**config.mk**
```make
export PLATFORM = sky130hd
export DESIGN_NAME = ailh_filter
export DESIGN_NICKNAME = d
export VERILOG_FILES = /design/src/hw/ailh_pkg.sv /design/src/hw/ailh_fifo.sv /design/src/hw/ailh_filter.sv
export SDC_FILE = /design/constraint.sdc
export NUM_CORES = 1
export LEC_CHECK = 0
export ABC_AREA = 1
export BUFFER_PORTS_ARGS = -buffer_cell sky130_fd_sc_hd__buf_2
export CORE_MARGIN = 1.5
export CORE_UTILIZATION = 35
export CTS_CLUSTER_SIZE = 10
export DETAILED_ROUTE_END_ITERATION = 7
export GPL_ROUTABILITY_DRIVEN = 0
export PLACE_DENSITY = 0.54
export RECOVER_POWER = 50
export SLEW_MARGIN = 5
export SYNTH_ARGS = -nofsm -noshare
export SYNTH_HDL_FRONTEND = slang
export SYNTH_SLANG_ARGS = --single-unit
```
**constraint.sdc**
```tcl
create_clock -name clk -period 13.73 [get_ports clk]
set_input_delay 1.373 -clock clk [delete_from_list [all_inputs] [get_ports clk]]
set_output_delay 1.373 -clock clk [all_outputs]
set_load 0.02 [all_outputs]
```
**src/hw/ailh_pkg.sv**
```systemverilog
/*
 Shared constants and carrier types for the analog input lowpass and
 hysteresis conditioner. Assumes samples arrive as signed two's complement
 codes where HYST_MAX stands for 10 V of input span.
*/
// Function
// - Each channel has its own filter state, reference and settings.
// - Hysteresis works on the filter output, never on raw samples.
// - New output is ((N-1) times previous output plus sample) divided by N.
// - N is two to the exponent; exponent zero passes the sample through.
// - Exponent accepts 0 to 16 and resets to 3.
// - Filtered samples within plus/minus width of the reference are discarded.
// - A filtered sample outside the window becomes active value and reference.
// - Hysteresis width spans zero to 10 V code, resets to 0.01 V code.
package ailh_pkg;

	// ---------------------------------------------------------------
	// Sizes
	// ---------------------------------------------------------------
	localparam int unsigned NUM_CH     = 4;
	localparam int unsigned CH_W       = 2;
	localparam int unsigned SAMPLE_W   = 16;
	localparam int unsigned FRAC_W     = 16;
	localparam int unsigned EXP_W      = 5;
	localparam int unsigned FIFO_DEPTH = 8;

	// ---------------------------------------------------------------
	// Setting limits and reset values
	// ---------------------------------------------------------------
	localparam logic [EXP_W-1:0]    EXP_MAX    = 5'h10;
	localparam logic [EXP_W-1:0]    EXP_RESET  = 5'h03;
	// Code 0x7FFF is 10 V; 0.01 V rounds to 0x21
	localparam logic [SAMPLE_W-1:0] HYST_MAX   = 16'h7FFF;
	localparam logic [SAMPLE_W-1:0] HYST_RESET = 16'h0021;

	// ---------------------------------------------------------------
	// Carriers
	// ---------------------------------------------------------------
	typedef struct packed {
		logic [CH_W-1:0]            channel;
		logic signed [SAMPLE_W-1:0] value;
	} ailh_sample_type;

	typedef struct packed {
		logic [CH_W-1:0]     channel;
		logic [EXP_W-1:0]    exponent;
		logic [SAMPLE_W-1:0] hyst;
	} ailh_cfg_type;

	typedef struct packed {
		logic [CH_W-1:0]            channel;
		logic signed [SAMPLE_W-1:0] filtered;
		logic signed [SAMPLE_W-1:0] active;
		logic                       updated;
	} ailh_result_type;

endpackage : ailh_pkg

```
**src/hw/ailh_fifo.sv**
```systemverilog
/*
 Sample FIFO with valid/ready on both sides and registered ready toward the
 writer. Assumes one clock; DEPTH must be a power of two, at least two.
*/
`timescale 1ns/1ps
module ailh_fifo #(
	parameter int unsigned WIDTH = 18,
	parameter int unsigned DEPTH = 8
) (
	input  wire logic             clk,
	input  wire logic             sys_rst,
	input  wire logic             in_valid,
	input  wire logic [WIDTH-1:0] in_data,
	output logic                  in_ready,
	output logic                  out_valid,
	output logic [WIDTH-1:0]      out_data,
	input  wire logic             out_ready
);
	localparam int unsigned PTR_W = $clog2(DEPTH);
	localparam int unsigned CNT_W = $clog2(DEPTH + 1);

	// Pointer wrap relies on a power-of-two depth
	if (DEPTH < 2 || (DEPTH & (DEPTH - 1)) != 0 || WIDTH < 1)
	begin : g_bad_size
		$error("ailh_fifo: DEPTH must be a power of two >= 2");
	end

	logic [WIDTH-1:0] mem [DEPTH];
	logic [PTR_W-1:0] wr_ptr_reg, wr_ptr_next, rd_ptr_reg, rd_ptr_next;
	logic [CNT_W-1:0] count_reg, count_next;
	logic             ready_reg, ready_next;
	logic             push, pop;

	assign push      = in_valid && ready_reg;
	assign pop       = out_valid && out_ready;
	assign out_valid = (count_reg != '0);
	assign out_data  = mem[rd_ptr_reg];
	assign in_ready  = ready_reg;

	always_comb
	begin
		wr_ptr_next = wr_ptr_reg + PTR_W'(push);
		rd_ptr_next = rd_ptr_reg + PTR_W'(pop);
		count_next  = count_reg + CNT_W'(push) - CNT_W'(pop);
		// Registered ready keeps the top output glitch free
		ready_next  = (count_next < CNT_W'(DEPTH));
	end

	always_ff @(posedge clk or posedge sys_rst)
	begin
		if (sys_rst)
		begin
			wr_ptr_reg <= '0;
			rd_ptr_reg <= '0;
			count_reg  <= '0;
			ready_reg  <= 1'b0;
		end
		else
		begin
			wr_ptr_reg <= wr_ptr_next;
			rd_ptr_reg <= rd_ptr_next;
			count_reg  <= count_next;
			ready_reg  <= ready_next;
		end
	end

	always_ff @(posedge clk)
	begin
		if (push)
			mem[wr_ptr_reg] <= in_data;
	end
endmodule : ailh_fifo

```
**src/hw/ailh_filter.sv**
```systemverilog
/*
 Per-channel lowpass filter followed by hysteresis for analog input samples.
 Assumes the converter stream and the settings port share clk; a sample
 whose channel is out of range is consumed and dropped.
*/
`timescale 1ns/1ps
module ailh_filter #(
	parameter int unsigned NUM_CH     = ailh_pkg::NUM_CH,
	parameter int unsigned FIFO_DEPTH = ailh_pkg::FIFO_DEPTH
) (
	input  wire logic                      clk,
	input  wire logic                      sys_rst,
	input  wire logic                      smp_valid,
	input  wire ailh_pkg::ailh_sample_type smp_data,
	output logic                           smp_ready,
	input  wire logic                      cfg_valid,
	input  wire ailh_pkg::ailh_cfg_type    cfg_data,
	output logic                           cfg_reject,
	output logic                           res_valid,
	output ailh_pkg::ailh_result_type      res_data,
	input  wire logic                      res_ready
);
	import ailh_pkg::*;

	localparam int unsigned ACC_W = SAMPLE_W + FRAC_W;

	// Channel field must be able to address every channel
	if (NUM_CH < 1 || NUM_CH > (1 << CH_W))
	begin : g_bad_channels
		$error("ailh_filter: NUM_CH out of range");
	end

	// ---------------------------------------------------------------
	// Input buffer
	// ---------------------------------------------------------------
	ailh_sample_type head;
	logic            head_valid;
	logic            pop;

	ailh_fifo #(
		.WIDTH ($bits(ailh_sample_type)),
		.DEPTH (FIFO_DEPTH)
	) u_fifo (
		.clk       (clk),
		.sys_rst   (sys_rst),
		.in_valid  (smp_valid),
		.in_data   (smp_data),
		.in_ready  (smp_ready),
		.out_valid (head_valid),
		.out_data  (head),
		.out_ready (pop)
	);

	// ---------------------------------------------------------------
	// Channel state
	// ---------------------------------------------------------------
	logic signed [ACC_W-1:0]    acc_reg  [NUM_CH];
	logic signed [ACC_W-1:0]    acc_next [NUM_CH];
	logic signed [SAMPLE_W-1:0] ref_reg  [NUM_CH];
	logic signed [SAMPLE_W-1:0] ref_next [NUM_CH];
	logic [EXP_W-1:0]           exp_reg  [NUM_CH];
	logic [EXP_W-1:0]           exp_next [NUM_CH];
	logic [SAMPLE_W-1:0]        hyst_reg [NUM_CH];
	logic [SAMPLE_W-1:0]        hyst_next[NUM_CH];
	logic [NUM_CH-1:0]          prim_reg, prim_next;
	logic                       res_valid_reg, res_valid_next;
	ailh_result_type            res_reg, res_next;
	logic                       cfg_reject_reg, cfg_reject_next;

	// ---------------------------------------------------------------
	// Datapath for the sample at the buffer head
	// ---------------------------------------------------------------
	logic                       ch_ok;
	logic [CH_W-1:0]            idx;
	logic signed [ACC_W-1:0]    x_ext, cur_acc, acc_new;
	logic signed [ACC_W:0]      delta, step;
	logic signed [SAMPLE_W-1:0] filt, cur_ref;
	logic signed [SAMPLE_W:0]   hdiff;
	logic [SAMPLE_W:0]          habs;
	logic                       outside, cur_prim, cfg_ok;

	assign pop      = head_valid && (!res_valid_reg || res_ready);
	assign ch_ok    = (int'(head.channel) < NUM_CH);
	assign idx      = ch_ok ? head.channel : '0;
	assign cur_acc  = acc_reg[idx];
	assign cur_ref  = ref_reg[idx];
	assign cur_prim = prim_reg[idx];
	assign x_ext    = {head.value, {FRAC_W{1'b0}}};
	// y + (x - y) / N equals ((N-1)y + x) / N; shift floors toward minus
	assign delta    = {x_ext[ACC_W-1], x_ext} - {cur_acc[ACC_W-1], cur_acc};
	assign step     = delta >>> exp_reg[idx];
	// Result lies between y and x, so the cut to ACC_W cannot wrap
	assign acc_new  = cur_prim ? cur_acc + step[ACC_W-1:0] : x_ext;
	assign filt     = acc_new[ACC_W-1:FRAC_W];
	assign hdiff    = {filt[SAMPLE_W-1], filt} - {cur_ref[SAMPLE_W-1], cur_ref};
	assign habs     = hdiff[SAMPLE_W] ? (SAMPLE_W+1)'(-hdiff) : hdiff;
	assign outside  = habs > {1'b0, hyst_reg[idx]};
	assign cfg_ok   = (int'(cfg_data.channel) < NUM_CH) && (cfg_data.exponent <= EXP_MAX)
	                  && (cfg_data.hyst <= HYST_MAX);

	always_comb
	begin
		acc_next        = acc_reg;
		ref_next        = ref_reg;
		exp_next        = exp_reg;
		hyst_next       = hyst_reg;
		prim_next       = prim_reg;
		res_next        = res_reg;
		res_valid_next  = res_valid_reg && !res_ready;
		cfg_reject_next = 1'b0;
		if (pop && ch_ok)
		begin
			// Only the addressed channel changes state
			acc_next[idx]      = acc_new;
			prim_next[idx]     = 1'b1;
			res_valid_next     = 1'b1;
			res_next.channel   = idx;
			res_next.filtered  = filt;
			res_next.updated   = 1'b0;
			if (!cur_prim || outside)
			begin
				ref_next[idx]     = filt;
				res_next.active   = filt;
				res_next.updated  = 1'b1;
			end
			else
				res_next.active   = cur_ref;
		end
		if (cfg_valid)
		begin
			if (cfg_ok)
			begin
				exp_next[cfg_data.channel]  = cfg_data.exponent;
				hyst_next[cfg_data.channel] = cfg_data.hyst;
			end
			else
				cfg_reject_next = 1'b1;
		end
	end

	always_ff @(posedge clk or posedge sys_rst)
	begin
		if (sys_rst)
		begin
			for (int i = 0; i < NUM_CH; i++)
			begin
				acc_reg[i]  <= '0;
				ref_reg[i]  <= '0;
				exp_reg[i]  <= EXP_RESET;
				hyst_reg[i] <= HYST_RESET;
			end
			prim_reg       <= '0;
			res_valid_reg  <= 1'b0;
			res_reg        <= '0;
			cfg_reject_reg <= 1'b0;
		end
		else
		begin
			acc_reg        <= acc_next;
			ref_reg        <= ref_next;
			exp_reg        <= exp_next;
			hyst_reg       <= hyst_next;
			prim_reg       <= prim_next;
			res_valid_reg  <= res_valid_next;
			res_reg        <= res_next;
			cfg_reject_reg <= cfg_reject_next;
		end
	end

	assign res_valid  = res_valid_reg;
	assign res_data   = res_reg;
	assign cfg_reject = cfg_reject_reg;
endmodule : ailh_filter

```
==> results.sh <==
export IMPL_status="finished with violations"
export IMPL_violations="capacitance limit, slew limit"
export IMPL_area_growth_pct=12.32
export IMPL_ys_types=54
export IMPL_min_period_over_period_pct=91.02
export IMPL_worstSetupStartpointType="flip-flop"
export IMPL_synth_seq_area_share_pct=49.17
export IMPL_synth_top_family_by_area="simple AND/OR/NAND/NOR gates"
export IMPL_io_pins=84
export IMPL_syn_num_nets=3230
export IMPL_ys_ff_latch=472
export IMPL_cts_buffers_inserted=55
export IMPL_hold_viol_final=0
export IMPL_hp_start="prim_reg[1]"
export IMPL_yosys_area_share_simple_pct=21.58
export IMPL_ctsHoldBuffers=0
export IMPL_cp_slowest_cell="dfrtp_2"
export IMPL_drive_gt1_share_pct=8.401
export IMPL_crit_arrival_ps=13030
export IMPL_pre_cts_slack_ps=884.0
export IMPL_fin_tns_setup_ps=0
export IMPL_maxCapViolations=7
export IMPL_nNetsFinal=3285
export IMPL_antenna_cells=0
export IMPL_fmaxAchievable_mhz=80.02
export IMPL_path_class="reg2reg"
export IMPL_slew_violations=376
export IMPL_drtPass1Iterations=6
export IMPL_initial_core_util_pct=35.53
export IMPL_core_area_um2=71850
export IMPL_largest_reg_flops=144
export IMPL_grt_pass1_wl_um=120000
export IMPL_layout_min_cycle_time_ps=12500
export IMPL_die_h_um=273.1
export IMPL_cp_max_fo=37
export IMPL_crit_start="u_fifo.rd_ptr_reg[0]"
export IMPL_synth_area_leaders="dfrtp_1, edfxtp_1, nand2_1, o21ai_0, ha_1"
export IMPL_ant_nets=0
export IMPL_cts_num_sinks=472
export IMPL_portBuffers=83
export IMPL_rsz0062_at_grt="no"
export IMPL_routed_wl_um=77170
export IMPL_synth_edf_count=144
export IMPL_max_stage_delay_ps=480
export IMPL_dieArea_um2=74570
export IMPL_synth_top_area_share_pct=30.58
export IMPL_clkLatencyLatePin_ps=620
export IMPL_vias_per_cell=5.179
export IMPL_cts_tree="done"
export IMPL_drt_wirelength_per_cell_um=18.64
export IMPL_routed_via_count=21441
export IMPL_hpwl_um=53760
export IMPL_grt_overflow_total=0
export IMPL_grt_max_degree=129
export IMPL_timing_rr_start="u_fifo.rd_ptr_reg[0]"
export IMPL_worstMarginPinSlew_ps=5796
export IMPL_cp_common_cell="nand2_1"
export IMPL_syn_avg_cell_area_um2=8.259
export IMPL_root_buffer="clkbuf_16"
export IMPL_synthesis_area_um2=25530
export IMPL_min_path_type="reg2reg"
export IMPL_synthXorXnorAreaFrac_pct=2.024
export IMPL_drt_iter0_markers=1932
export IMPL_antenna_found_initial=2
export IMPL_fin_ws_ps=1232
export IMPL_synth_compound_area_share_pct=16.34
export IMPL_ys_async_sr_fraction_pct=69.49
export IMPL_grt_pass1_vias=20463
export IMPL_synth_largest_area_cell="dfrtp_1"
export IMPL_finalSetupViolCount=0
export IMPL_yosys_warnings=0
export IMPL_synthMuxAreaShare_pct=0.03921
export IMPL_rows=98
export IMPL_cp_data_required_time_ps=14270
export IMPL_end_kind="flip-flop"
export IMPL_grt_usage_pct=20.60
export IMPL_synthAdderAreaFrac_pct=4.646
export IMPL_rrSetupSlack_ps=1230
export IMPL_ctsHtreeMaxLevel=2
export IMPL_ys_flop_type="dfrtp_1"
export IMPL_remaining_drc_errors=0
export IMPL_cts_buffer_depth=3
export IMPL_clkTransAtPathRegs_ps=60
export IMPL_finClkSkew_ps=38.14
export IMPL_die_w_um=273.1
export IMPL_slew_headroom_pct=-288.6
export IMPL_synthCells=3091
-- area by class of cell --
class,instances,area [um2]
clock buffer,97,1584
clock inverter,4,63.81
fill,7486,43180
inverter,246,933.4
multi-input combinational,2220,11520
sequential,472,12550
tap,950,1189
timing repair buffer,150,818.3
timing repair inverter,1,7.507
-- stage by stage --
step                utilization [%]  cell area, um2  hold slack (ps)  cells
floorplan                         -           25530            419.8   3091
global placement              37.65           27050            434.8   4036
detailed placement            37.65           27050            440.2   4036
CTS                           39.94           28700            454.7   4137
global route                  39.91           28670            481.1   4140
finish                        39.91           28670            450.7   4140
-- synth_stat cells (12+ instances only) --
library cell,n
nand2_1,883
o21ai_0,411
dfrtp_1,312
inv_1,232
nor2_1,182
nand3_1,178
edfxtp_1,144
clkbuf_1,117
a21oi_1,108
ha_1,90
o22ai_1,69
xor2_1,45
a221oi_1,34
o21ai_1,30
o21a_1,24
or2_2,23
buf_2,19
dfstp_2,16
xnor2_1,14
a22o_1,12
-- path summary, 6_finish.rpt --
kind / to / cells past startpoint
max in group asynchronous: u_fifo.rd_ptr_reg[0] / 3
setup reg to reg: ref_reg[36] / 76
min in group asynchronous: res_data[12] / 2
hold reg to reg: prim_reg[1] / 2
hold / removal: prim_reg[1] / 2
setup / recovery: ref_reg[36] / 76
-- placed cells by master, fill, tap and decap left out, types with 55 or more instances in the layout --
cell       netlist  final
o22ai_1         69     69
nand3_1        178    178
a21oi_1        108    108
dfrtp_1        312    311
inv_1          232    230
nor2_1         182    174
nand2_1        883    880
clkbuf_1       117     89
ha_1            90     90
o21ai_0        411    411
clkbuf_16        0     55
edfxtp_1       144    144
-- critical path, delay by kind of cell, from the launching register on --
family	cells	cell delay (ps)
fa+ha+maj	5	1620
simple gates	34	4180
flops	1	480
compound gates	27	4290
buf+inv	10	1790
-- layer usage --
layer  up-vias  global-route usage [%]  routed length [um]
met5         -                       0                  28
met4         4                   6.019                2072
met3       122                   3.506                4932
met2       580                   31.40               33860
met1     10217                   29.88               36280
li1      10518                       -                   -
-- logic make-up after synthesis --
group,count (synthesis)
AO/OA/AOI/OAI,738
XOR/XNOR,59
adder cells (fa/ha/maj),93
buffers and inverters,399
flip-flops,472
multiplexers,1
AND/OR/NAND/NOR,1329
-- repair_timing --
action	in CTS	in global routing
setup endpoints to repair	0	64
buffers inserted	0	2
gates resized for setup	0	14
Power is left out: the tool's default activity adds up to more than one toggle a clock period on the data nets, which glitch-free logic cannot reach.
